[src/pkg/rccdc_cfg.svh]
// reset cause/delay control constants: offsets, fields, resets, timing
// assumes 100 MHz core clock and a 32-bit avalon-mm word bus
`ifndef RCCDC_CFG_SVH
`define RCCDC_CFG_SVH
`define RCCDC_CLK_MHZ 100
`define RCCDC_OFS_CAUSE 4'h0
`define RCCDC_OFS_OSC 4'h4
`define RCCDC_OFS_STAT 4'h8
`define RCCDC_BIT_TRAP 15
`define RCCDC_BIT_ILLOP 14
`define RCCDC_BIT_VREG 8
`define RCCDC_BIT_PIN 7
`define RCCDC_BIT_SOFT 6
`define RCCDC_BIT_WDEN 5
`define RCCDC_BIT_WATCHDOG_TIMEOUT_FLAG 4
`define RCCDC_BIT_SLEEP 3
`define RCCDC_BIT_IDLE 2
`define RCCDC_BIT_BOR 1
`define RCCDC_BIT_POR 0
`define RCCDC_CAUSE_MASK 16'hc1ff
`define RCCDC_CAUSE_POR_VAL 16'h0003
`define RCCDC_POR_US 10
`define RCCDC_STARTUP_US 20
`define RCCDC_POWERUP_TIMER_MS 64
`define RCCDC_RST_US 20
`define RCCDC_LOCK_US 20
`define RCCDC_CLOCK_FAIL_MONITOR_US 100
`define RCCDC_OST_PERIODS 1024
`define RCCDC_US_CYC(t) ((t) * `RCCDC_CLK_MHZ)
`endif

[src/pkg/rccdc_pkg.sv]
// reset cause/delay control types
// assumes nothing beyond the constants header
package rccdc_pkg;
  typedef enum logic [2:0] {
    RCCDC_SRC_RC = 3'h0,
    RCCDC_SRC_RCPLL = 3'h1,
    RCCDC_SRC_XTAL = 3'h2,
    RCCDC_SRC_XTPLL = 3'h3,
    RCCDC_SRC_LOW_POWER_RC_SOURCE = 3'h4
  } rccdc_src_type;
  typedef enum logic [3:0] {
    RCCDC_ST_IDLE = 4'b0001,
    RCCDC_ST_HOLD = 4'b0010,
    RCCDC_ST_WAIT = 4'b0100,
    RCCDC_ST_RUN = 4'b1000
  } rccdc_state_type;
endpackage

[src/rccdc_top.sv]
// reset cause/delay control: cause flags, clock pick, release timing
// assumes one-cycle event pulses from detectors; avalon-mm slave
//
// How it works
// - trap conflict sets bit 15; cleared only by power-on or brown-out.
// - illegal operation reset sets bit 14; power-on or brown-out clears.
// - bits 13 to 9 read zero always.
// - bit 8 keeps regulator on in sleep; resets to zero.
// - pin reset sets bit 7; only power-on clears it.
// - reset instruction sets bit 6; power-on or brown-out clears.
// - bit 5 enables watchdog; fuse high forces it enabled.
// - watchdog timeout sets bit 4; power-save, power-on, brown-out clear.
// - sleep entry sets bit 3; power-on or brown-out clears.
// - idle entry sets bit 2; power-on or brown-out clears.
// - brown-out flag set by brown-out and power-on; resets to one.
// - power-on flag set by power-on; resets to one.
// - software writes flags freely; writes never start a reset.
// - switching on: por/bor use initial select, others keep current.
// - switching off: clock source always from configuration bits.
// - power-on release after power-on, start-up and internal delays.
// - start-up 20 us with regulator, 64 ms without; wake waits 20 us, only with regulator on.
// - brown-out holds start-up plus internal; others internal only.
// - crystal sources count 1024 oscillator periods, 11-bit counter.
// - pll sources add 20 us lock wait, after osc timer for crystal.
// - osc timer and lock wait run alongside the reset delay.
// - crystal or pll: monitor waits 100 us after release.
// - execution waits for released clock even after reset release.
`timescale 1ns/1ps
`include "rccdc_cfg.svh"
module rccdc_top #(
  parameter int POR_CYC = `RCCDC_US_CYC(`RCCDC_POR_US),
  parameter int STARTUP_CYC = `RCCDC_US_CYC(`RCCDC_STARTUP_US),
  parameter int POWERUP_TIMER_CYC = `RCCDC_US_CYC(`RCCDC_POWERUP_TIMER_MS * 1000),
  parameter int RST_CYC = `RCCDC_US_CYC(`RCCDC_RST_US),
  parameter int LOCK_CYC = `RCCDC_US_CYC(`RCCDC_LOCK_US),
  parameter int CLOCK_FAIL_MONITOR_CYC = `RCCDC_US_CYC(`RCCDC_CLOCK_FAIL_MONITOR_US),
  parameter int OST_PERIODS = `RCCDC_OST_PERIODS
) (
  input wire logic core_clk_in,
  input wire logic sys_rst_in,
  input wire logic [3:0] avs_address_in,
  input wire logic avs_read_in,
  input wire logic avs_write_in,
  input wire logic [31:0] avs_writedata_in,
  input wire logic [3:0] avs_byteenable_in,
  output logic [31:0] avs_readdata_out,
  output logic avs_waitrequest_out,
  input wire logic por_evt_in,
  input wire logic bor_evt_in,
  input wire logic pin_rst_evt_in,
  input wire logic wdt_evt_in,
  input wire logic soft_rst_evt_in,
  input wire logic trap_evt_in,
  input wire logic illop_evt_in,
  input wire logic sleep_evt_in,
  input wire logic idle_evt_in,
  input wire logic wake_evt_in,
  input wire logic regulator_en_in,
  input wire logic watchdog_fuse_enable_in,
  input wire logic clk_switch_en_in,
  input wire logic [2:0] initial_osc_select_in,
  input wire logic osc_tick_in,
  output logic system_reset_line_out,
  output logic exec_enable_out,
  output logic clock_fail_monitor_en_out,
  output logic watchdog_enable_out,
  output logic regulator_sleep_keep_out,
  output logic [2:0] current_osc_select_out
);
  import rccdc_pkg::*;

  initial begin
    if (OST_PERIODS < 1 || OST_PERIODS > 1024 || POR_CYC < 1 || RST_CYC < 1 ||
        STARTUP_CYC < 1 || POWERUP_TIMER_CYC < 1 || LOCK_CYC < 1 || CLOCK_FAIL_MONITOR_CYC < 1) begin
      $error("rccdc_top: unsupported parameter value");
    end
  end

  // ----------------------------------------
  // helpers
  // ----------------------------------------
  function automatic logic is_xtal(input logic [2:0] s);
    return (s == RCCDC_SRC_XTAL) || (s == RCCDC_SRC_XTPLL);
  endfunction
  function automatic logic is_pll(input logic [2:0] s);
    return (s == RCCDC_SRC_RCPLL) || (s == RCCDC_SRC_XTPLL);
  endfunction

  // ----------------------------------------
  // bus decode
  // ----------------------------------------
  logic [15:0] cause_q;
  logic [15:0] cause_d;
  logic [2:0] cur_osc_q;
  logic [2:0] cur_osc_d;
  logic rd_pend_q;
  logic ack_q;
  logic [31:0] rdata_q;
  wire req = (avs_read_in | avs_write_in) & ~ack_q;
  wire hit_cause = avs_address_in == `RCCDC_OFS_CAUSE;
  wire hit_osc = avs_address_in == `RCCDC_OFS_OSC;
  wire hit_stat = avs_address_in == `RCCDC_OFS_STAT;
  wire wr_cause = req & avs_write_in & hit_cause;
  wire wr_osc = req & avs_write_in & hit_osc & avs_byteenable_in[0];
  wire [15:0] be_mask = {{8{avs_byteenable_in[1]}}, {8{avs_byteenable_in[0]}}};
  wire [15:0] wr_val = (cause_q & ~be_mask) | (avs_writedata_in[15:0] & be_mask);

  // ----------------------------------------
  // cause flags
  // ----------------------------------------
  wire por_bor = por_evt_in | bor_evt_in;
  always_comb begin
    cause_d = cause_q;
    if (wr_cause) begin
      cause_d = wr_val;
    end
    if (por_bor) begin
      cause_d[`RCCDC_BIT_TRAP] = 1'b0;
      cause_d[`RCCDC_BIT_ILLOP] = 1'b0;
      cause_d[`RCCDC_BIT_SOFT] = 1'b0;
      cause_d[`RCCDC_BIT_WATCHDOG_TIMEOUT_FLAG] = 1'b0;
      cause_d[`RCCDC_BIT_SLEEP] = 1'b0;
      cause_d[`RCCDC_BIT_IDLE] = 1'b0;
    end
    if (por_evt_in) begin
      cause_d[`RCCDC_BIT_PIN] = 1'b0;
      cause_d[`RCCDC_BIT_VREG] = 1'b0;
      cause_d[`RCCDC_BIT_WDEN] = 1'b0;
      cause_d[`RCCDC_BIT_POR] = 1'b1;
    end
    if (sleep_evt_in | idle_evt_in) begin
      cause_d[`RCCDC_BIT_WATCHDOG_TIMEOUT_FLAG] = 1'b0;
    end
    // hardware sets win over any clear
    if (trap_evt_in) cause_d[`RCCDC_BIT_TRAP] = 1'b1;
    if (illop_evt_in) cause_d[`RCCDC_BIT_ILLOP] = 1'b1;
    if (pin_rst_evt_in) cause_d[`RCCDC_BIT_PIN] = 1'b1;
    if (soft_rst_evt_in) cause_d[`RCCDC_BIT_SOFT] = 1'b1;
    if (wdt_evt_in) cause_d[`RCCDC_BIT_WATCHDOG_TIMEOUT_FLAG] = 1'b1;
    if (sleep_evt_in) cause_d[`RCCDC_BIT_SLEEP] = 1'b1;
    if (idle_evt_in) cause_d[`RCCDC_BIT_IDLE] = 1'b1;
    if (por_bor) cause_d[`RCCDC_BIT_BOR] = 1'b1;
    cause_d = cause_d & `RCCDC_CAUSE_MASK;
  end

  always_ff @(posedge core_clk_in or posedge sys_rst_in) begin
    if (sys_rst_in) begin
      cause_q <= `RCCDC_CAUSE_POR_VAL;
    end else begin
      cause_q <= cause_d;
    end
  end

  // ----------------------------------------
  // clock source pick
  // ----------------------------------------
  wire any_rst = por_bor | pin_rst_evt_in | wdt_evt_in | soft_rst_evt_in |
                 trap_evt_in | illop_evt_in;
  always_comb begin
    cur_osc_d = cur_osc_q;
    if (!clk_switch_en_in) begin
      cur_osc_d = initial_osc_select_in;
    end else if (por_bor) begin
      cur_osc_d = initial_osc_select_in;
    end else if (any_rst) begin
      cur_osc_d = cur_osc_q;
    end else if (wr_osc) begin
      cur_osc_d = avs_writedata_in[2:0];
    end
  end

  always_ff @(posedge core_clk_in or posedge sys_rst_in) begin
    if (sys_rst_in) begin
      cur_osc_q <= 3'h0;
    end else begin
      cur_osc_q <= cur_osc_d;
    end
  end

  // ----------------------------------------
  // release timing
  // ----------------------------------------
  rccdc_state_type state_q;
  logic [31:0] rst_cnt_q;
  logic [31:0] clk_cnt_q;
  logic [10:0] ost_cnt_q;
  logic [31:0] clock_fail_monitor_cnt_q;
  logic ost_done_q;
  logic clk_ok_q;
  logic system_reset_line_q;
  wire [31:0] startup_cyc = regulator_en_in ? 32'(STARTUP_CYC) : 32'(POWERUP_TIMER_CYC);
  wire [31:0] rst_len = por_evt_in ? 32'(POR_CYC) + startup_cyc + 32'(RST_CYC) :
                        bor_evt_in ? startup_cyc + 32'(RST_CYC) : 32'(RST_CYC);
  wire [31:0] wake_len = 32'(STARTUP_CYC);
  wire need_clk = por_bor;
  wire rst_done = rst_cnt_q == 32'h0;

  always_ff @(posedge core_clk_in or posedge sys_rst_in) begin
    if (sys_rst_in) begin
      rst_cnt_q <= 32'(POR_CYC) + 32'(STARTUP_CYC) + 32'(RST_CYC);
      system_reset_line_q <= 1'b1;
    end else if (any_rst) begin
      rst_cnt_q <= rst_len;
      system_reset_line_q <= 1'b1;
    end else if (wake_evt_in && regulator_en_in) begin
      rst_cnt_q <= wake_len;
      system_reset_line_q <= 1'b0;
    end else if (!rst_done) begin
      rst_cnt_q <= rst_cnt_q - 32'h1;
    end else begin
      system_reset_line_q <= 1'b0;
    end
  end

  // osc timer and lock wait start with the reset, not after it
  wire [10:0] ost_top = 11'(OST_PERIODS);
  always_ff @(posedge core_clk_in or posedge sys_rst_in) begin
    if (sys_rst_in) begin
      ost_cnt_q <= 11'h0;
      ost_done_q <= 1'b0;
      clk_cnt_q <= 32'h0;
      clk_ok_q <= 1'b0;
    end else if (need_clk) begin
      ost_cnt_q <= 11'h0;
      ost_done_q <= ~is_xtal(cur_osc_d);
      clk_cnt_q <= is_pll(cur_osc_d) ? 32'(LOCK_CYC) : 32'h0;
      clk_ok_q <= 1'b0;
    end else if (!ost_done_q) begin
      if (osc_tick_in) begin
        ost_cnt_q <= ost_cnt_q + 11'h1;
        ost_done_q <= (ost_cnt_q + 11'h1) == ost_top;
      end
    end else if (clk_cnt_q != 32'h0) begin
      clk_cnt_q <= clk_cnt_q - 32'h1;
    end else begin
      clk_ok_q <= 1'b1;
    end
  end

  always_ff @(posedge core_clk_in or posedge sys_rst_in) begin
    if (sys_rst_in) begin
      state_q <= RCCDC_ST_IDLE;
      clock_fail_monitor_cnt_q <= 32'h0;
    end else begin
      case (state_q)
        RCCDC_ST_IDLE: state_q <= RCCDC_ST_HOLD;
        RCCDC_ST_HOLD: begin
          if (!any_rst && rst_done) begin
            state_q <= RCCDC_ST_WAIT;
            clock_fail_monitor_cnt_q <= (is_xtal(cur_osc_q) | is_pll(cur_osc_q)) ?
                          32'(CLOCK_FAIL_MONITOR_CYC) : 32'h0;
          end
        end
        RCCDC_ST_WAIT: begin
          if (any_rst) begin
            state_q <= RCCDC_ST_HOLD;
          end else if (clock_fail_monitor_cnt_q != 32'h0) begin
            clock_fail_monitor_cnt_q <= clock_fail_monitor_cnt_q - 32'h1;
          end else begin
            state_q <= RCCDC_ST_RUN;
          end
        end
        RCCDC_ST_RUN: if (any_rst) state_q <= RCCDC_ST_HOLD;
        default: state_q <= RCCDC_ST_IDLE;
      endcase
    end
  end

  // ----------------------------------------
  // outputs
  // ----------------------------------------
  always_ff @(posedge core_clk_in or posedge sys_rst_in) begin
    if (sys_rst_in) begin
      system_reset_line_out <= 1'b1;
      exec_enable_out <= 1'b0;
      clock_fail_monitor_en_out <= 1'b0;
      watchdog_enable_out <= 1'b0;
      regulator_sleep_keep_out <= 1'b0;
      current_osc_select_out <= 3'h0;
    end else begin
      system_reset_line_out <= system_reset_line_q;
      exec_enable_out <= ~system_reset_line_q & clk_ok_q & rst_done;
      clock_fail_monitor_en_out <= state_q == RCCDC_ST_RUN;
      watchdog_enable_out <= cause_q[`RCCDC_BIT_WDEN] | watchdog_fuse_enable_in;
      regulator_sleep_keep_out <= cause_q[`RCCDC_BIT_VREG];
      current_osc_select_out <= cur_osc_q;
    end
  end

  // ----------------------------------------
  // bus answer: one wait cycle per access
  // ----------------------------------------
  wire [31:0] rd_mux = hit_cause ? {16'h0, cause_q} :
                       hit_osc ? {29'h0, cur_osc_q} :
                       hit_stat ? {28'h0, clk_ok_q, ost_done_q, exec_enable_out,
                                   system_reset_line_q} : 32'h0;
  always_ff @(posedge core_clk_in or posedge sys_rst_in) begin
    if (sys_rst_in) begin
      ack_q <= 1'b0;
      rd_pend_q <= 1'b0;
      rdata_q <= 32'h0;
    end else begin
      ack_q <= req;
      rd_pend_q <= req & avs_read_in;
      if (req & avs_read_in) rdata_q <= rd_mux;
    end
  end
  assign avs_readdata_out = rdata_q;
  assign avs_waitrequest_out = ~ack_q;
endmodule

[config.mk]
export PLATFORM = sky130hd
export DESIGN_NAME = rccdc_top
export DESIGN_NICKNAME = d
export VERILOG_FILES = /design/src/pkg/rccdc_pkg.sv /design/src/rccdc_top.sv
export VERILOG_INCLUDE_DIRS = /design/src /design/src/pkg
export SDC_FILE = /design/constraint.sdc
export NUM_CORES = 1
export LEC_CHECK = 0
export BUFFER_PORTS_ARGS = -buffer_cell sky130_fd_sc_hd__buf_2
export CAP_MARGIN = 20
export CORE_AREA = 2 2 125 127
export CTS_CLUSTER_SIZE = 25
export DETAILED_ROUTE_END_ITERATION = 7
export DIE_AREA = 0 0 127 129
export MAX_ROUTING_LAYER = met4
export PLACE_DENSITY = 0.76
export REMOVE_ABC_BUFFERS = 1
export SLEW_MARGIN = 5
export SYNTH_ARGS = -nofsm -noshare
export SYNTH_HDL_FRONTEND = slang
export SYNTH_SLANG_ARGS = --single-unit
[constraint.sdc]
create_clock -name core_clk_in -period 15.2 [get_ports core_clk_in]
set_input_delay 3.04 -clock core_clk_in [delete_from_list [all_inputs] [get_ports core_clk_in]]
set_output_delay 3.04 -clock core_clk_in [all_outputs]
set_load 0.01 [all_outputs]
==> results.txt, run 1 <==
Maximum buffer depth of the clock tree: 2
Half-perimeter wire length after detailed placement: 12340 um
Main synth FF type: dfrtp_1
Reg2reg path depth: 6
Area added between synthesis and finish: 11.61%
Met3 Usage GRT: 5.364%
Layout cells sized above 1: 14.13%
Clk slew on worst S/H paths: 0.06 ns
Min cycle time layout: 5.588 ns
Critical path class: primary input to flop
Vias in the first global route: 6608
First-pass GRT wire length: 31950 um
M2 GR Usage: 38.52%
Run status: complete, no violations
Clk_skew: 0.01046 ns
Postcts setup bufs: 0
CTS Buf Count: 17
Layout Cells excl Fill: 1108
Buf+Inv Stages, Crit Path: 2
# diodes: 0
PostCTS Resize Cnt: 0
Post-synthesis register bit count: 148
Post-place setup slack: 9.215 ns
Yosys warnings: 0
Pwr Total: 928.7 uW
Seq/Total Area, Yosys: 45.42%
Core area: 14980 um^2
# DRC: 0
Worst Path Required: 15.51 ns
Critical path depth: 7
Leak pwr: 3.849 nW
CP max stage cell: and4_1
Final setup TNS: 0 ns
Final period utilization: 36.76%
Port Buf Inserts: 57
Asr flop ratio synth: 100.0%
Post-synth EDFFs: 0
Final hold violations: 0
Rows: 45
Area of the mapped netlist: 8182 um^2
Reg2reg start: rst_cnt_q[24]
Placed cells: 1074
Synth cell types: 68
Slew margin rel.: 31.32%
Critical path peak fanout: 19
Die area: 16380 um^2
Final setup fails: 0
Initial antenna violation count: 0
Top Ports: 102
Grt peak-use layer: met2
MaxCap Viol Count: 0
Worst hold path class: flop to flop
GR Overflow Total: 0
Die width: 127 um
Final Max Slew Viols: 0
CP arrival: 5.90 ns
Initial core utilization: 54.63%
Power per standard cell area: 101.7 nW/um^2
H-tree levels: 4
Fmax achieved: 0.1790 GHz
TritonCTS clock tree: done
Instance count of the mapped netlist: 869
Hold Startpoint: cause_q[8]
Peak VDD IR: 0.08406 mV
Final WS setup: 9.612 ns
Crit path launch type: primary input
Worst Max-Slew Pin Slew: 1.021 ns
Min Hold Slack: 0.4090 ns
Root buf cell: clkbuf_16
Worst path cell trace: buf_2, nor3_1, and3_1, and4_1, nor2_1, inv_1, mux2_2
Pin count of the biggest net entering global routing: 81
Hold path depth: 0
Drt total wl: 18990 um
Vias: 6963
Starting DRT DRC Count: 640
First drt pass iteration count: 5
CP top delay family: simple AND/OR/NAND/NOR gates
Nets: 976
Vias per cell: 6.284
CTS hold repair buffers: 0
Crit path from: por_evt_in
DR WL/cell: 17.14 um
Avg Cell Area, Syn: 9.415 um^2
RSZ-0062 raised after global routing: false
Post-DRT Antenna Nets: 0
Skew-Pair Late Insertion Delay: 0.43 ns
Critical path's largest stage delay: 0.69 ns
Global-route met1 utilization: 33.36%
Total Routing Usage GR: 24.88%
CTS sink cnt: 148
Die H: 129 um
Routability cong.: 0.8508
Worst setup EP type: flop
[power breakdown]
group	switching, mW	internal, mW	total [mW]
Sequential	0.0108	0.405	0.416
Clock	0.167	0.262	0.430
Combinational	0.0551	0.0281	0.0832
[registers in the layout, indices dropped and copies added (netlist names)]
| name | cells |
|---|---|
| ack_q | 1 |
| avs_readdata_out | 11 |
| cause_q | 11 |
| clk_cnt_q | 32 |
| clk_ok_q | 1 |
| clock_fail_monitor_cnt_q | 32 |
| clock_fail_monitor_en_out | 1 |
| cur_osc_q | 3 |
| current_osc_select_out | 3 |
| exec_enable_out | 1 |
| ost_cnt_q | 11 |
| ost_done_q | 1 |
| regulator_sleep_keep_out | 1 |
| rst_cnt_q | 32 |
| state_q | 4 |
| system_reset_line_out | 1 |
| system_reset_line_q | 1 |
| watchdog_enable_out | 1 |
[through the flow]
stage               util (%)  area [um^2]
floorplan                  -         7904
global placement       56.86         8516
detailed placement     56.86         8516
CTS                    60.87         9116
global route           60.97         9131
finish                 60.97         9131
[worst reg2reg max path: cells and delay by family, from the launching register on]
kind	cells	cell delay [ns]
buffers and inverters	1	0.41
flip-flops	1	0.44
multiplexers	1	0.39
AND/OR/NAND/NOR	4	2.10
[cell families (layout without fill, tap and decap cells)]
family                     count (synthesis)  in the layout  synth area share [%]
and+or+nand+nor                          329            329                 22.83
AOI/OAI and AO/OA                        241            241                 19.48
DFF                                      148            148                 45.42
buffers and inverters                     93            124                 5.368
xor gates and xnor gates                  25             25                 2.676
muxes                                     24             24                 2.952
adders and majority gates                  8              8                 1.223
other                                      1             21               0.04583
[per-layer routing]
layer  part of all wire, %  vias up
met1                    47     3404
met4                   1.3        0
li1                      -     3347
met2                    48      190
met5                     0        -
met3                   4.3       22
[cells in the final DEF (no fill, tap or decap), drive strengths merged, types with 7 or more instances in the layout]
cell type,instances
or3,35
a22o,13
and4,7
a21oi,68
xnor2,14
ha,8
nand3,18
o41ai,12
nor3,21
o31ai,32
a31oi,13
nor4,34
inv,24
clkbuf,21
or2,9
mux2i,23
conb,21
nand2b,8
dfrtp,138
buf,68
nand2,58
dfstp,10
o21ai,42
or4,41
nor2,52
xor2,11
nand4,10
[final timing paths]
| check | endpoint | slack [ns] |
|---|---|---|
| min reg2reg | regulator_sleep_keep_out | 0.41 |
| min in group asynchronous | clk_cnt_q[28] | 2.72 |
| max | clock_fail_monitor_cnt_q[10] | 9.61 |
| max reg2reg | clock_fail_monitor_cnt_q[10] | 11.76 |
| max in group asynchronous | clock_fail_monitor_cnt_q[17] | 11.04 |
| min | regulator_sleep_keep_out | 0.41 |
[layout make-up]
type                            instances  area, um^2
Clock inverter                         12       153.9
Inverter                               23       91.34
Multi-Input combinational cell        648        4113
Tap cell                              188       235.2
Sequential cell                       148        3716
Clock buffer                           20       446.7
Fill cell                            1272        5846
Timing Repair Buffer                   69       375.4
[synthesized netlist by cell type, types with 5 or more instances]
cell,number,area share [%]
a21oi_1,68,4.2
a22o_1,13,1.4
a2bb2oi_1,6,0.64
a31oi_1,13,0.99
and3_1,5,0.38
and4_1,7,0.75
buf_4,21,1.9
clkbuf_1,45,2.1
dfrtp_1,138,42
dfstp_2,10,3.2
ha_1,8,1.2
inv_1,23,1.1
mux2i_1,23,2.8
nand2_1,58,2.7
nand2b_1,8,0.61
nand3_1,18,1.1
nand4_1,10,0.76
nor2_1,52,2.4
nor2b_1,6,0.46
nor3_1,21,1.3
nor4_1,34,2.6
nor4b_1,6,0.64
o211ai_1,5,0.46
o21a_1,6,0.55
o21ai_0,42,2.6
o21bai_1,6,0.55
o311ai_0,5,0.54
o31ai_1,32,2.9
o41ai_1,12,1.3
or2_2,9,0.69
or3_1,35,2.7
or4_1,40,3.7
xnor2_1,14,1.5
xor2_1,11,1.2
Note: power is estimated with default switching activity, not from simulation.
==> run 2, diff against run 1 <==
- CORE_AREA: 2 2 125 127 -> 2 2 128 130
- DIE_AREA: 0 0 127 129 -> 0 0 130 132
- PLACE_DENSITY: 0.76 -> 0.75
- clock period: 15.2 -> 4.9 ns (I/O delays scaled with it)
==> run 2 against run 1 <==
Critical path depth stayed put. Clock power grew to 3.1 times the previous value. First-iteration DRC count is 1.3% higher. Clock skew is 0.0014 ns lower. Via count is 0.76% higher. Largest power group unchanged.
==> results.txt, run 2 (synthesis gave the netlist of run 1 again) <==
Clk slew on worst S/H paths: 0.06 ns (about the same)
Critical path class: primary input to flop
Top Ports: 102 (unchanged)
Worst setup EP type: flop
Crit path launch type: primary input
Vias per cell: 6.165 (-1.9%)
Die area: 17160 um^2 (+4.7%)
CTS sink cnt: 148 (unchanged)
Largest registers: clk_cnt_q x32, clock_fail_monitor_cnt_q x32, rst_cnt_q x32
Slew margin rel.: 30.33% (-0.99 points)
Skew-Pair Late Insertion Delay: 0.43 ns (about the same)
Min Hold Slack: 0.4025 ns (-0.006473 ns)
Post-DRT Antenna Nets: 0 (unchanged)
Drt total wl: 19290 um (+1.6%)
CTS Buf Count: 17 (unchanged)
Clk_skew: 0.009110 ns (-0.001351 ns)
Core Util, Final: 58.46% (-2.5 points)
MaxCap Viol Count: 0 (unchanged)
Peak VDD IR: 0.2610 mV (+210%)
First-pass GRT wire length: 32430 um (+1.5%)
Worst Max-Slew Pin Slew: 1.036 ns (+0.01410 ns)
Hold path depth: 0 (unchanged)
RSZ-0062 raised after global routing: false
Final setup fails: 0 (unchanged)
Root buf cell: clkbuf_16
Layout Cells excl Fill: 1138 (+2.7%)
TritonCTS clock tree: done
Fmax achieved: 0.2882 GHz
Min cycle time layout: 3.470 ns
Final Max Slew Viols: 0 (unchanged)
Power per standard cell area: 315.6 nW/um^2 (+210%)
First drt pass iteration count: 5 (unchanged)
Vias: 7016 (+0.76%)
Initial core utilization: 52.07% (-2.6 points)
Die width: 130 um (+2.4%)
Die H: 132 um (+2.3%)
Routability cong.: 0.8390 (-1.4%)
Initial antenna violation count: 0 (unchanged)
Leak pwr: 3.862 nW (+0.34%)
Final period utilization: 70.82%
Final hold violations: 0 (unchanged)
# diodes: 0 (unchanged)
Starting DRT DRC Count: 648 (+1.3%)
Layout cells sized above 1: 14.10% (-0.031 points)
Total Routing Usage GR: 23.96% (-0.93 points)
GR Overflow Total: 0 (unchanged)
Postcts setup bufs: 0 (unchanged)
Most frequent cells in the layout: dfrtp_1 (138), a21oi_1 (68), nand2_1 (58), buf_2 (57), nor2_1 (52)
Placed cells: 1104 (+2.8%)
Reg2reg path depth: 6 (unchanged)
Nets: 978 (+0.20%)
Pin count of the biggest net entering global routing: 100 (+23%)
Maximum buffer depth of the clock tree: 2 (unchanged)
Core area: 15710 um^2 (+4.9%)
CTS hold repair buffers: 0 (unchanged)
DR WL/cell: 16.95 um (-1.1%)
Leading cell type in the layout, fill and taps excluded: dfrtp_1
Worst Path Required: 5.21 ns (-10.30 ns)
Run status: complete, no violations
CP arrival: 3.78 ns (-2.12 ns)
Vias in the first global route: 6412 (-3.0%)
Critical path peak fanout: 13 (-6)
PostCTS Resize Cnt: 0 (unchanged)
# DRC: 0 (unchanged)
Worst hold path class: flop to flop
Pwr Total: 2.899 mW (+210%)
H-tree levels: 4 (unchanged)
Rows: 46 (+2.2%)
Area added between synthesis and finish: 12.28%
Port Buf Inserts: 57 (unchanged)
Half-perimeter wire length after detailed placement: 12710 um (+3.0%)
[run 2: metal layers]
| metal | vias to the layer above | part of all wire [%] | global-route usage [%] |
|---|---|---|---|
| li1 | 3350 | - | - |
| met1 | 3439 | 46 | 33.49 |
| met2 | 205 | 47 | 35.14 |
| met3 | 22 | 5.3 | 5.032 |
| met4 | 0 | 1.4 | 7.228 |
| met5 | - | 0 | - |
[run 2: worst max-delay path, stage by stage]
cell,delay [ns]
buf_2,0.11
nor4_1,0.88
and3_1,0.38
o31a_1,0.42
nor2_1,0.20
inv_1,0.41
mux2_2,0.39
[run 2: final timing paths]
| check | start | end | slack (ns) |
|---|---|---|---|
| hold / removal | system_reset_line_q | system_reset_line_out | 0.40 |
| hold reg to reg | system_reset_line_q | system_reset_line_out | 0.40 |
| max in group asynchronous | sys_rst_in | rst_cnt_q[7] | 3.24 |
| setup reg to reg | clk_cnt_q[10] | clk_cnt_q[9] | 1.75 |
| min in group asynchronous | sys_rst_in | ost_cnt_q[10] | 0.72 |
| setup / recovery | pin_rst_evt_in | clock_fail_monitor_cnt_q[10] | 1.43 |
[run 2: power by group]
group / internal [mW] / total [mW] / switching (mW)
combinational: 0.0879 / 0.260 / 0.172
clock: 0.841 / 1.35 / 0.508
sequential: 1.26 / 1.29 / 0.0345
total: 2.18 / 2.90 / 0.714
[run 2: through the flow]
step | setup WS [ns] | instance area (um^2) | TNS, ns
global placement | 1.117 | 8566 | 0
global route | 1.255 | 9186 | 0
finish | 1.430 | 9186 | 0
detailed placement | 1.096 | 8566 | 0
floorplan | -0.04314 | 7904 | -5.953
CTS | 1.491 | 9171 | 0
[run 2: layout make-up]
class | instances | area (um^2)
fillers | 1365 | 6526
multi-input cells | 648 | 4113
inverters | 23 | 91.34
clock inverters | 8 | 123.9
flip-flops and latches | 148 | 3716
well taps | 216 | 270.3
repair buffers | 71 | 390.4
clock buffers | 24 | 481.7
